<file path="config.mk">
export PLATFORM = sky130hd
export DESIGN_NAME = cecenc_top
export DESIGN_NICKNAME = d
export VERILOG_FILES = /design/src/inc/cecenc_pkg.sv /design/src/inc/cecenc_fields_if.sv /design/src/hdl/cecenc_field_enc.sv /design/src/hdl/cecenc_log.sv /design/src/hdl/cecenc_top.sv
export VERILOG_INCLUDE_DIRS = /design/src /design/src/inc
export SDC_FILE = /design/constraint.sdc
export NUM_CORES = 1
export LEC_CHECK = 0
export BUFFER_PORTS_ARGS = -buffer_cell sky130_fd_sc_hd__buf_2
export CAP_MARGIN = 20
export CORE_MARGIN = 5
export CORE_UTILIZATION = 48
export CTS_BUF_LIST = sky130_fd_sc_hd__clkbuf_16
export CTS_CLUSTER_SIZE = 20
export DETAILED_ROUTE_END_ITERATION = 8
export PLACE_DENSITY = 0.87
export SETUP_SLACK_MARGIN = 0.15
export SLEW_MARGIN = 20
export SYNTH_ARGS = -nofsm -noshare
export SYNTH_HDL_FRONTEND = slang
export SYNTH_SLANG_ARGS = --single-unit
</file>
<file path="constraint.sdc">
create_clock -name core_clk_i -period 3.8 [get_ports core_clk_i]
set_input_delay 0.95 -clock core_clk_i [delete_from_list [all_inputs] [get_ports core_clk_i]]
set_output_delay 0.95 -clock core_clk_i [all_outputs]
set_load 0.1 [all_outputs]
</file>
<file path="src/inc/cecenc_params.svh">
/*
 * Field positions, encodings and fixed values of the compound error code encoder.
 * Included by the design modules; holds definitions only.
 */
`ifndef CECENC_PARAMS_SVH
`define CECENC_PARAMS_SVH

// Code layout
`define CEC_FILTER_BIT 12
`define CEC_CODE_W 16
// Hierarchy level
`define CEC_LVL_L0 2'h0
`define CEC_LVL_L1 2'h1
`define CEC_LVL_L2 2'h2
`define CEC_LVL_GEN 2'h3
// Request kinds
`define CEC_REQ_ERR 4'h0
`define CEC_REQ_RD 4'h1
`define CEC_REQ_WR 4'h2
`define CEC_REQ_DATA_RD 4'h3
`define CEC_REQ_DATA_WR 4'h4
`define CEC_REQ_FETCH 4'h5
`define CEC_REQ_PREF 4'h6
`define CEC_REQ_CAST 4'h7
`define CEC_REQ_SNOOP 4'h8
// Transaction class
`define CEC_CLS_INSTR 2'h0
`define CEC_CLS_DATA 2'h1
`define CEC_CLS_GEN 2'h2
// Participation
`define CEC_PART_ORIG 2'h0
`define CEC_PART_RESP 2'h1
`define CEC_PART_SEEN 2'h2
`define CEC_PART_GEN 2'h3
// Memory or I/O
`define CEC_MIO_MEM 2'h0
`define CEC_MIO_RSVD 2'h1
`define CEC_MIO_IO 2'h2
`define CEC_MIO_OTHER 2'h3
// Memory controller transaction
`define CEC_MTX_GEN 3'h0
`define CEC_MTX_SCRUB 3'h4
`define CEC_MTX_MAX 3'h4
`define CEC_CHAN_NONE 4'hf
// Fixed prefixes of the compound forms
`define CEC_PFX_GENCACHE 12'h000
`define CEC_PFX_TLB 10'h001
`define CEC_PFX_CACHE 8'h01
// Recoverable optional codes
`define CEC_SCRUB_BASE 12'h00c
`define CEC_WB_CODE 16'h017a
// Misc register physical address mode
`define CEC_ADDR_MODE_PHYS 3'h2
`endif

</file>
<file path="src/inc/cecenc_pkg.sv">
/*
 * Types of the compound error code encoder.
 * Uses no definitions from cecenc_params.svh.
 */
`default_nettype none
package cecenc_pkg;
    typedef enum logic [2:0] {
        CECENC_GEN_CACHE = 3'h0,
        CECENC_TLB = 3'h1,
        CECENC_MEMCTL = 3'h2,
        CECENC_CACHE = 3'h3,
        CECENC_BUS = 3'h4,
        CECENC_SCRUB_UC = 3'h5,
        CECENC_WB_UC = 3'h6
    } cecenc_class_type;

    typedef enum logic [1:0] {
        CECENC_IDLE = 2'h0,
        CECENC_LOG = 2'h1,
        CECENC_HELD = 2'h2
    } cecenc_state_type;
endpackage
`default_nettype wire

</file>
<file path="src/inc/cecenc_fields_if.sv">
/*
 * Carries a sanitised error report from the field encoder to the logging unit.
 * Both ends run on the same clock.
 */
`default_nettype none
interface cecenc_fields_if;
    logic [15:0] arch_error_code;
    logic recoverable_optional_class;
    logic uncorrected;
    logic valid;
    modport enc (output arch_error_code, output recoverable_optional_class, output uncorrected, output valid);
    modport log (input arch_error_code, input recoverable_optional_class, input uncorrected, input valid);
endinterface
`default_nettype wire

</file>
<file path="src/hdl/cecenc_field_enc.sv">
/*
 * Combinational field encoder: forms the 16-bit compound code.
 * Assumes detector inputs come from logic on the core clock.
 */
`include "cecenc_params.svh"
`default_nettype none
module cecenc_field_enc (
    input wire logic ev_valid_i,
    input wire cecenc_pkg::cecenc_class_type ev_class_i,
    input wire logic ev_filter_i,
    input wire logic ev_uncorrected_i,
    input wire logic ev_level_known_i,
    input wire logic [1:0] hierarchy_level_field_i,
    input wire logic [3:0] request_kind_field_i,
    input wire logic [1:0] transaction_class_field_i,
    input wire logic [1:0] participation_field_i,
    input wire logic req_expired_i,
    input wire logic [1:0] memory_or_io_field_i,
    input wire logic [2:0] memctl_txn_field_i,
    input wire logic ev_chan_known_i,
    input wire logic [3:0] channel_field_i,
    cecenc_fields_if.enc out
);
    // ****************************************
    // Sub-field sanitising
    // ****************************************
    wire logic [1:0] lvl = ev_level_known_i ? hierarchy_level_field_i : `CEC_LVL_GEN;
    wire logic cache_cls = (ev_class_i == cecenc_pkg::CECENC_CACHE);
    wire logic req_rsvd = (request_kind_field_i > `CEC_REQ_SNOOP);
    wire logic req_cache_only = (request_kind_field_i == `CEC_REQ_CAST) || (request_kind_field_i == `CEC_REQ_SNOOP);
    // Bad or cache-only kinds outside caches fall back to generic error
    wire logic [3:0] req = (req_rsvd || (req_cache_only && !cache_cls)) ? `CEC_REQ_ERR
                           : request_kind_field_i;
    wire logic [1:0] tcls = (transaction_class_field_i == 2'h3) ? `CEC_CLS_GEN : transaction_class_field_i;
    wire logic [1:0] mio = (memory_or_io_field_i == `CEC_MIO_RSVD) ? `CEC_MIO_OTHER
                           : memory_or_io_field_i;
    wire logic [2:0] mtx = (memctl_txn_field_i > `CEC_MTX_MAX) ? `CEC_MTX_GEN : memctl_txn_field_i;
    wire logic [3:0] chan = ev_chan_known_i ? channel_field_i : `CEC_CHAN_NONE;
    wire logic t_bit = req_expired_i;
    // Uncorrected events never carry the filter mark
    wire logic f_bit = ev_filter_i && !ev_uncorrected_i;
    // Top nibble of the gen, TLB, memctl, cache and bus forms: filter mark in bit 12
    wire logic [3:0] fz = {3'h0, f_bit};

    // ****************************************
    // Code assembly
    // ****************************************
    wire logic [15:0] c_gen = {fz, 8'h00, 2'h3, lvl};
    wire logic [15:0] c_tlb = {fz, 4'h0, 4'h1, tcls, lvl};
    wire logic [15:0] c_mem = {fz, 4'h0, 1'h1, mtx, chan};
    wire logic [15:0] c_cache = {fz, 4'h1, req, tcls, lvl};
    wire logic [15:0] c_bus = {fz, 1'h1, participation_field_i, t_bit, req, mio, lvl};
    wire logic [15:0] c_scrub = {`CEC_SCRUB_BASE, chan};
    wire logic [15:0] c_wb = `CEC_WB_CODE;

    assign out.arch_error_code = (ev_class_i == cecenc_pkg::CECENC_GEN_CACHE) ? c_gen
                               : (ev_class_i == cecenc_pkg::CECENC_TLB) ? c_tlb
                               : (ev_class_i == cecenc_pkg::CECENC_MEMCTL) ? c_mem
                               : (ev_class_i == cecenc_pkg::CECENC_CACHE) ? c_cache
                               : (ev_class_i == cecenc_pkg::CECENC_BUS) ? c_bus
                               : (ev_class_i == cecenc_pkg::CECENC_SCRUB_UC) ? c_scrub
                               : c_wb;
    assign out.recoverable_optional_class = (ev_class_i == cecenc_pkg::CECENC_SCRUB_UC) ||
                                            (ev_class_i == cecenc_pkg::CECENC_WB_UC);
    assign out.uncorrected = ev_uncorrected_i || out.recoverable_optional_class;
    assign out.valid = ev_valid_i;
endmodule
`default_nettype wire

</file>
<file path="src/hdl/cecenc_log.sv">
/*
 * Logging unit: shared bank entry and global status flags.
 * Assumes one event at a time and a software clear pulse from the core clock domain.
 */
`include "cecenc_params.svh"
`default_nettype none
module cecenc_log (
    input wire logic core_clk_i,
    input wire logic resetn_i,
    input wire logic clear_i,
    input wire logic [47:0] ev_addr_i,
    input wire logic [5:0] ev_addr_lsb_i,
    cecenc_fields_if.log in,
    output logic [15:0] arch_error_code_o,
    output logic bank_valid_o,
    output logic overflow_o,
    output logic uncorrected_flag_o,
    output logic address_reg_valid_o,
    output logic extra_info_valid_o,
    output logic context_corrupt_flag_o,
    output logic signaled_o,
    output logic action_required_flag_o,
    output logic [47:0] bank_addr_o,
    output logic [2:0] misc_addr_mode_o,
    output logic [5:0] misc_addr_lsb_o,
    output logic restart_pointer_valid_o,
    output logic error_pointer_valid_o,
    output logic machine_check_signal_o
);
    // ****************************************
    // Entry state
    // ****************************************
    cecenc_pkg::cecenc_state_type state_r;
    cecenc_pkg::cecenc_state_type state_nxt;
    wire logic take = in.valid && (state_r != cecenc_pkg::CECENC_HELD);
    wire logic over = in.valid && (state_r == cecenc_pkg::CECENC_HELD);
    wire logic rao = in.recoverable_optional_class;
    // A clear that meets an event is ignored, so state and valid flag stay in step
    wire logic clr_only = clear_i && !in.valid;

    always_comb begin
        case (state_r)
            cecenc_pkg::CECENC_IDLE: state_nxt = in.valid ? cecenc_pkg::CECENC_LOG : cecenc_pkg::CECENC_IDLE;
            cecenc_pkg::CECENC_LOG: state_nxt = clr_only ? cecenc_pkg::CECENC_IDLE : cecenc_pkg::CECENC_HELD;
            cecenc_pkg::CECENC_HELD: state_nxt = clr_only ? cecenc_pkg::CECENC_IDLE : cecenc_pkg::CECENC_HELD;
            default: state_nxt = cecenc_pkg::CECENC_IDLE;
        endcase
    end

    always_ff @(posedge core_clk_i or negedge resetn_i) begin
        if (!resetn_i) begin
            state_r <= cecenc_pkg::CECENC_IDLE;
        end else begin
            state_r <= state_nxt;
        end
    end

    // ****************************************
    // Bank and global flags
    // ****************************************
    always_ff @(posedge core_clk_i or negedge resetn_i) begin
        if (!resetn_i) begin
            arch_error_code_o <= 16'h0000;
            bank_valid_o <= 1'h0;
            overflow_o <= 1'h0;
            uncorrected_flag_o <= 1'h0;
            address_reg_valid_o <= 1'h0;
            extra_info_valid_o <= 1'h0;
            context_corrupt_flag_o <= 1'h0;
            signaled_o <= 1'h0;
            action_required_flag_o <= 1'h0;
            bank_addr_o <= 48'h0;
            misc_addr_mode_o <= 3'h0;
            misc_addr_lsb_o <= 6'h0;
            restart_pointer_valid_o <= 1'h0;
            error_pointer_valid_o <= 1'h0;
            machine_check_signal_o <= 1'h0;
        end else if (take) begin
            arch_error_code_o <= in.arch_error_code;
            bank_valid_o <= 1'h1;
            overflow_o <= 1'h0;
            uncorrected_flag_o <= in.uncorrected;
            address_reg_valid_o <= rao;
            extra_info_valid_o <= rao;
            context_corrupt_flag_o <= 1'h0;
            signaled_o <= rao;
            action_required_flag_o <= 1'h0;
            bank_addr_o <= rao ? ev_addr_i : 48'h0;
            misc_addr_mode_o <= rao ? `CEC_ADDR_MODE_PHYS : 3'h0;
            misc_addr_lsb_o <= rao ? ev_addr_lsb_i : 6'h0;
            restart_pointer_valid_o <= rao;
            error_pointer_valid_o <= 1'h0;
            machine_check_signal_o <= in.uncorrected;
        end else begin
            // A new event outranks the clear; an event that arrives in HELD marks overflow
            if (over) begin
                overflow_o <= 1'h1;
            end else if (clear_i) begin
                bank_valid_o <= 1'h0;
                overflow_o <= 1'h0;
                restart_pointer_valid_o <= 1'h0;
            end
            machine_check_signal_o <= 1'h0;
        end
    end
endmodule
`default_nettype wire

</file>
<file path="src/hdl/cecenc_top.sv">
/*
 * Compound error code encoder top: encodes detector reports and logs them in a bank
 * whose valid flag is fanned out to each logical processor enabled in share_mask_i.
 * Assumes detectors drive one event per cycle on the core clock.
 */
`include "cecenc_params.svh"
`default_nettype none
module cecenc_top #(
    parameter int SHARERS = 2
) (
    input wire logic core_clk_i,
    input wire logic resetn_i,
    input wire logic ev_valid_i,
    input wire cecenc_pkg::cecenc_class_type ev_class_i,
    input wire logic ev_filter_i,
    input wire logic ev_uncorrected_i,
    input wire logic ev_level_known_i,
    input wire logic [1:0] hierarchy_level_field_i,
    input wire logic [3:0] request_kind_field_i,
    input wire logic [1:0] transaction_class_field_i,
    input wire logic [1:0] participation_field_i,
    input wire logic req_expired_i,
    input wire logic [1:0] memory_or_io_field_i,
    input wire logic [2:0] memctl_txn_field_i,
    input wire logic ev_chan_known_i,
    input wire logic [3:0] channel_field_i,
    input wire logic [47:0] ev_addr_i,
    input wire logic [5:0] ev_addr_lsb_i,
    input wire logic clear_i,
    input wire logic [SHARERS-1:0] share_mask_i,
    output logic [15:0] arch_error_code_o,
    output logic bank_valid_o,
    output logic overflow_o,
    output logic uncorrected_flag_o,
    output logic address_reg_valid_o,
    output logic extra_info_valid_o,
    output logic context_corrupt_flag_o,
    output logic signaled_o,
    output logic action_required_flag_o,
    output logic [47:0] bank_addr_o,
    output logic [2:0] misc_addr_mode_o,
    output logic [5:0] misc_addr_lsb_o,
    output logic restart_pointer_valid_o,
    output logic error_pointer_valid_o,
    output logic machine_check_signal_o,
    output logic [SHARERS-1:0] sharer_sees_entry_o,
    output logic [SHARERS-1:0] sharer_mc_o
);
    cecenc_fields_if fields ();
    logic bank_valid_w;
    logic mc_w;

    cecenc_field_enc u_enc (
        .ev_valid_i(ev_valid_i),
        .ev_class_i(ev_class_i),
        .ev_filter_i(ev_filter_i),
        .ev_uncorrected_i(ev_uncorrected_i),
        .ev_level_known_i(ev_level_known_i),
        .hierarchy_level_field_i(hierarchy_level_field_i),
        .request_kind_field_i(request_kind_field_i),
        .transaction_class_field_i(transaction_class_field_i),
        .participation_field_i(participation_field_i),
        .req_expired_i(req_expired_i),
        .memory_or_io_field_i(memory_or_io_field_i),
        .memctl_txn_field_i(memctl_txn_field_i),
        .ev_chan_known_i(ev_chan_known_i),
        .channel_field_i(channel_field_i),
        .out(fields)
    );

    cecenc_log u_log (
        .core_clk_i(core_clk_i),
        .resetn_i(resetn_i),
        .clear_i(clear_i),
        .ev_addr_i(ev_addr_i),
        .ev_addr_lsb_i(ev_addr_lsb_i),
        .in(fields),
        .arch_error_code_o(arch_error_code_o),
        .bank_valid_o(bank_valid_w),
        .overflow_o(overflow_o),
        .uncorrected_flag_o(uncorrected_flag_o),
        .address_reg_valid_o(address_reg_valid_o),
        .extra_info_valid_o(extra_info_valid_o),
        .context_corrupt_flag_o(context_corrupt_flag_o),
        .signaled_o(signaled_o),
        .action_required_flag_o(action_required_flag_o),
        .bank_addr_o(bank_addr_o),
        .misc_addr_mode_o(misc_addr_mode_o),
        .misc_addr_lsb_o(misc_addr_lsb_o),
        .restart_pointer_valid_o(restart_pointer_valid_o),
        .error_pointer_valid_o(error_pointer_valid_o),
        .machine_check_signal_o(mc_w)
    );

    assign bank_valid_o = bank_valid_w;
    assign machine_check_signal_o = mc_w;

    // ****************************************
    // Sharing and broadcast
    // ****************************************
    genvar g;
    generate
        for (g = 0; g < SHARERS; g++) begin : g_share
            always_ff @(posedge core_clk_i or negedge resetn_i) begin
                if (!resetn_i) begin
                    sharer_sees_entry_o[g] <= 1'h0;
                    sharer_mc_o[g] <= 1'h0;
                end else begin
                    sharer_sees_entry_o[g] <= bank_valid_w && share_mask_i[g];
                    sharer_mc_o[g] <= mc_w;
                end
            end
        end
    endgenerate
endmodule
`default_nettype wire

</file>
==> reports/metrics.csv <==
metric,value,unit
run status,"complete, no violations",
fraction of final layout cells sized beyond drive strength 1,43.5,%
Total Die Area,8610,um^2
minimum hold slack,386,ps
global routing usage summed across all routing layers,18.8,%
kind of end point of the critical path,output pin,
Total Nets Final,517,
Post-Syn Area per Cell,12.0,um^2
data arrival time of the critical path,1170,ps
net switching fraction of the power,53.1,%
Hold Path Cell Cnt,0,
sequential share of power,29.5,%
routability congestion estimate,0.840,
total overflow reported by the global router,0,
Least-Margin Pin Slew,949,ps
Total Neg Setup Slack,0,ps
largest buffer count on any clock path,2,
drt first-iter violations,135,
post-synthesis simple-gate area fraction,7.99,%
share of the clock period used by the worst path after layout,55.8,%
synthesis-to-finish area growth,32.2,%
net switching component of the power,1.94,mW
"count of placed standard cells in the final layout, fillers left out",512,
average routed wire per standard cell,15.7,um
count of antenna-violating nets left after detailed routing,0,
final critical delay including setup and external delays,2120,ps
overall via count from detail_route,2714,
global-route wire length before repair,13000,um
slowest library cell on the worst path,buf_2,
quantity of hold-fixing buffers added after cts,0,
TritonCTS Buffers,9,
peak supply drop,505,uV
largest net degree at the start of global routing,79,
setup fix buffers added after clock tree synthesis,0,
combined flip-flop and latch cell area,1950,um^2
family with the most delay on the worst path,buffers and inverters,
number of buffers inserted by port buffering,166,
startpoint of the worst register-to-register path,u_log.state_r[0],
Floorplan Core Area,6720,um^2
TritonCTS Sinks,78,
DRC violation count after routing,0,
endpoint with the worst hold slack,sharer_mc_o[0],
Register-to-Register Path Depth,6,
warnings from Yosys,0,
total area of multi-input combinational cells,1120,um^2
maximum net fanout on the critical path,5,
fraction of the mapped netlist area in adder cells,1.14,%
mean number of vias per cell,5.30,
combinational cell fraction of total power,48.9,%
Static Leakage,2.41,nW
Hold Crit Class,reg2reg,
mux share of post-synthesis cell area,0,%
number of global-route vias before repair,2719,
Std-Cell Rows,30,
half-perimeter wire length of the detailed placement result,5890,um
area share of xor/xnor cells in the synthesized design,0.266,%
dominant combinational cell family by area after synthesis,compound AO/OA/AOI/OAI gates,
source of the worst hold timing path,u_log.machine_check_signal_o,
maxcap violations,0,
worst-skew pair later-pin latency,320,ps
ratio of total power to cell area,839,nW/um^2
final standard cell utilization of the core,64.7,%
clk slew on worst S/H paths,60,ps
Clock Power Share,21.6,%
chip width,92.8,um
worst reg2reg endpoint,u_log.restart_pointer_valid_o,
buffers and inverters on the worst path,1,
endpoints failing hold,0,
number of top-level pins,175,
antenna violations before repair,0,
post-synthesis sequential element count,78,
start-to-end type of the worst setup path,reg2out,
count of flip-flops with a built-in enable after synthesis,0,
effective utilization at floorplan,48.9,%
critical path launch point type,register,
first-pass iteration count of the detailed router,4,
cell count after synthesis,274,
setup skew after layout,5.01,ps
number of antenna diodes,0,
highest cell delay on the worst timing path,450,ps
height of the die,92.8,um
critical path data required time,2850,ps
Unique masters post-synth,44,
Cell Count Post-Placement,496,
final routed wirelength across all metal layers,8030,um
TritonCTS clock tree,built,
# resized after CTS,0,
"reg-to-reg slack, setup",1700,ps
fill cell instance count of the final layout,529,
design internal power,1.71,mW
number of slew-limit violations in the final report,0,
H-tree lvl count,3,
main flop type after synthesis,dfrtp_1,
register area share after synthesis,59.4,%
Synth Area in Compound Gates,23.4,%
CTS root buf,clkbuf_16,
ordered list of cells on the worst path,buf_2,
relative slew slack,36.8,%
fmax,472,MHz
final setup fails,0,
fraction of registers with async set or reset after synthesis,100,%
total standard cell area after synthesis,3290,um^2
unrepaired setup endpoints after global routing,no,
synthesized netlist by cell type, drive strengths merged, types with 2 or more instances:
cell / count / area, um^2
a22o: 56 / 490
clkbuf: 6 / 22.5
nor2b: 5 / 31.3
ha: 3 / 37.5
nor3: 2 / 15.0
a21oi: 6 / 30.0
a221oi: 2 / 17.5
nor2: 12 / 45.0
and2: 3 / 18.8
nand2b: 6 / 37.5
o21ai: 10 / 50.0
o22ai: 3 / 18.8
inv: 10 / 37.5
nand2: 15 / 56.3
o31ai: 2 / 15.0
a2111oi: 2 / 17.5
a21o: 3 / 22.5
dfrtp: 78 / 1950
a31oi: 2 / 12.5
buf: 28 / 194
layout make-up:
| cell class | count | share of cell area [%] |
|---|---|---|
| Sequential cell | 78 | 44.9 |
| Multi-Input combinational cell | 159 | 25.7 |
| Timing Repair Buffer | 169 | 19.7 |
| Clock buffer | 9 | 5.18 |
| Tap cell | 80 | 2.30 |
| Clock inverter | 7 | 1.32 |
| Inverter | 10 | 0.864 |
cell usage in the layout (no fill, tap or decap), drive strengths merged, types with 2 or more instances in the layout:
| cell | synthesis | layout |
|---|---|---|
| o22ai | 3 | 3 |
| buf | 28 | 169 |
| nand2b | 6 | 6 |
| nand2 | 15 | 15 |
| a22o | 56 | 56 |
| inv | 10 | 12 |
| a221oi | 2 | 2 |
| o21ai | 10 | 10 |
| a2111oi | 2 | 2 |
| clkinv | 0 | 3 |
| nor3 | 2 | 2 |
| o31ai | 2 | 2 |
| a21o | 3 | 3 |
| a21oi | 6 | 6 |
| and2 | 3 | 3 |
| clkinvlp | 0 | 2 |
| nor2 | 12 | 12 |
| a31oi | 2 | 2 |
| dfrtp | 78 | 78 |
| conb | 1 | 8 |
| clkbuf | 6 | 9 |
| ha | 3 | 3 |
| nor2b | 5 | 5 |
sequential cells by signal, indices dropped and copies added, names as in the netlist, 2 cells and up:
register                 count
sharer_sees_entry_o          2
u_log.arch_error_code_o     13
u_log.bank_addr_o           48
u_log.misc_addr_lsb_o        6
u_log.state_r                2
cell families after synthesis:
| kind of cell | Yosys count |
|---|---|
| compound gates | 97 |
| flops | 78 |
| simple gates | 50 |
| buf+inv | 44 |
| fa+ha+maj | 3 |
| xor+xnor | 1 |
| other cells | 1 |
worst max path at each step:
| stage | startpoint | end | slack, ps | depth (start not counted) |
|---|---|---|---|---|
| after floorplan | u_log.misc_addr_mode_o[1] | extra_info_valid_o | 1480 | 1 |
| after global placement | ev_valid_i | u_log.uncorrected_flag_o | 1420 | 6 |
| after detailed placement | ev_valid_i | u_log.uncorrected_flag_o | 1370 | 6 |
| after CTS | u_log.misc_addr_mode_o[1] | address_reg_valid_o | 1660 | 1 |
| after global routing | u_log.state_r[0] | u_log.restart_pointer_valid_o | 1480 | 6 |
| final | u_log.misc_addr_mode_o[1] | address_reg_valid_o | 1680 | 1 |
power groups by stage:
stage / logic [mW] / registers (mW) / clock network (mW)
6_report: 1.78 / 1.08 / 0.788
5_1_grt: 1.84 / 1.10 / 0.844
4_1_cts: 1.80 / 1.08 / 0.805
3_5_place_dp: 1.79 / 1.09 / 0
3_3_place_gp: 1.77 / 1.09 / 0
2_1_floorplan: 0.393 / 2.20 / 0
per-stage QoR:
step                      area, um^2  worst slack (ps)  power (mW)
after global routing            4350              1480        3.78
after global placement          4060              1420        2.86
after CTS                       4350              1660        3.68
final                           4350              1680        3.65
after detailed placement        4060              1370        2.88
after floorplan                 3310              1480        2.59
per-layer routing:
layer  global-route usage, %  vias up  share of wire [%]
met5                       0        -                  0
met4                    6.47        0                1.6
met1                    23.4     1293                 39
met2                    31.6      119                 51
met3                    5.36       11                8.8
li1                        -     1291                  -
(Power assumes the default switching activity.)
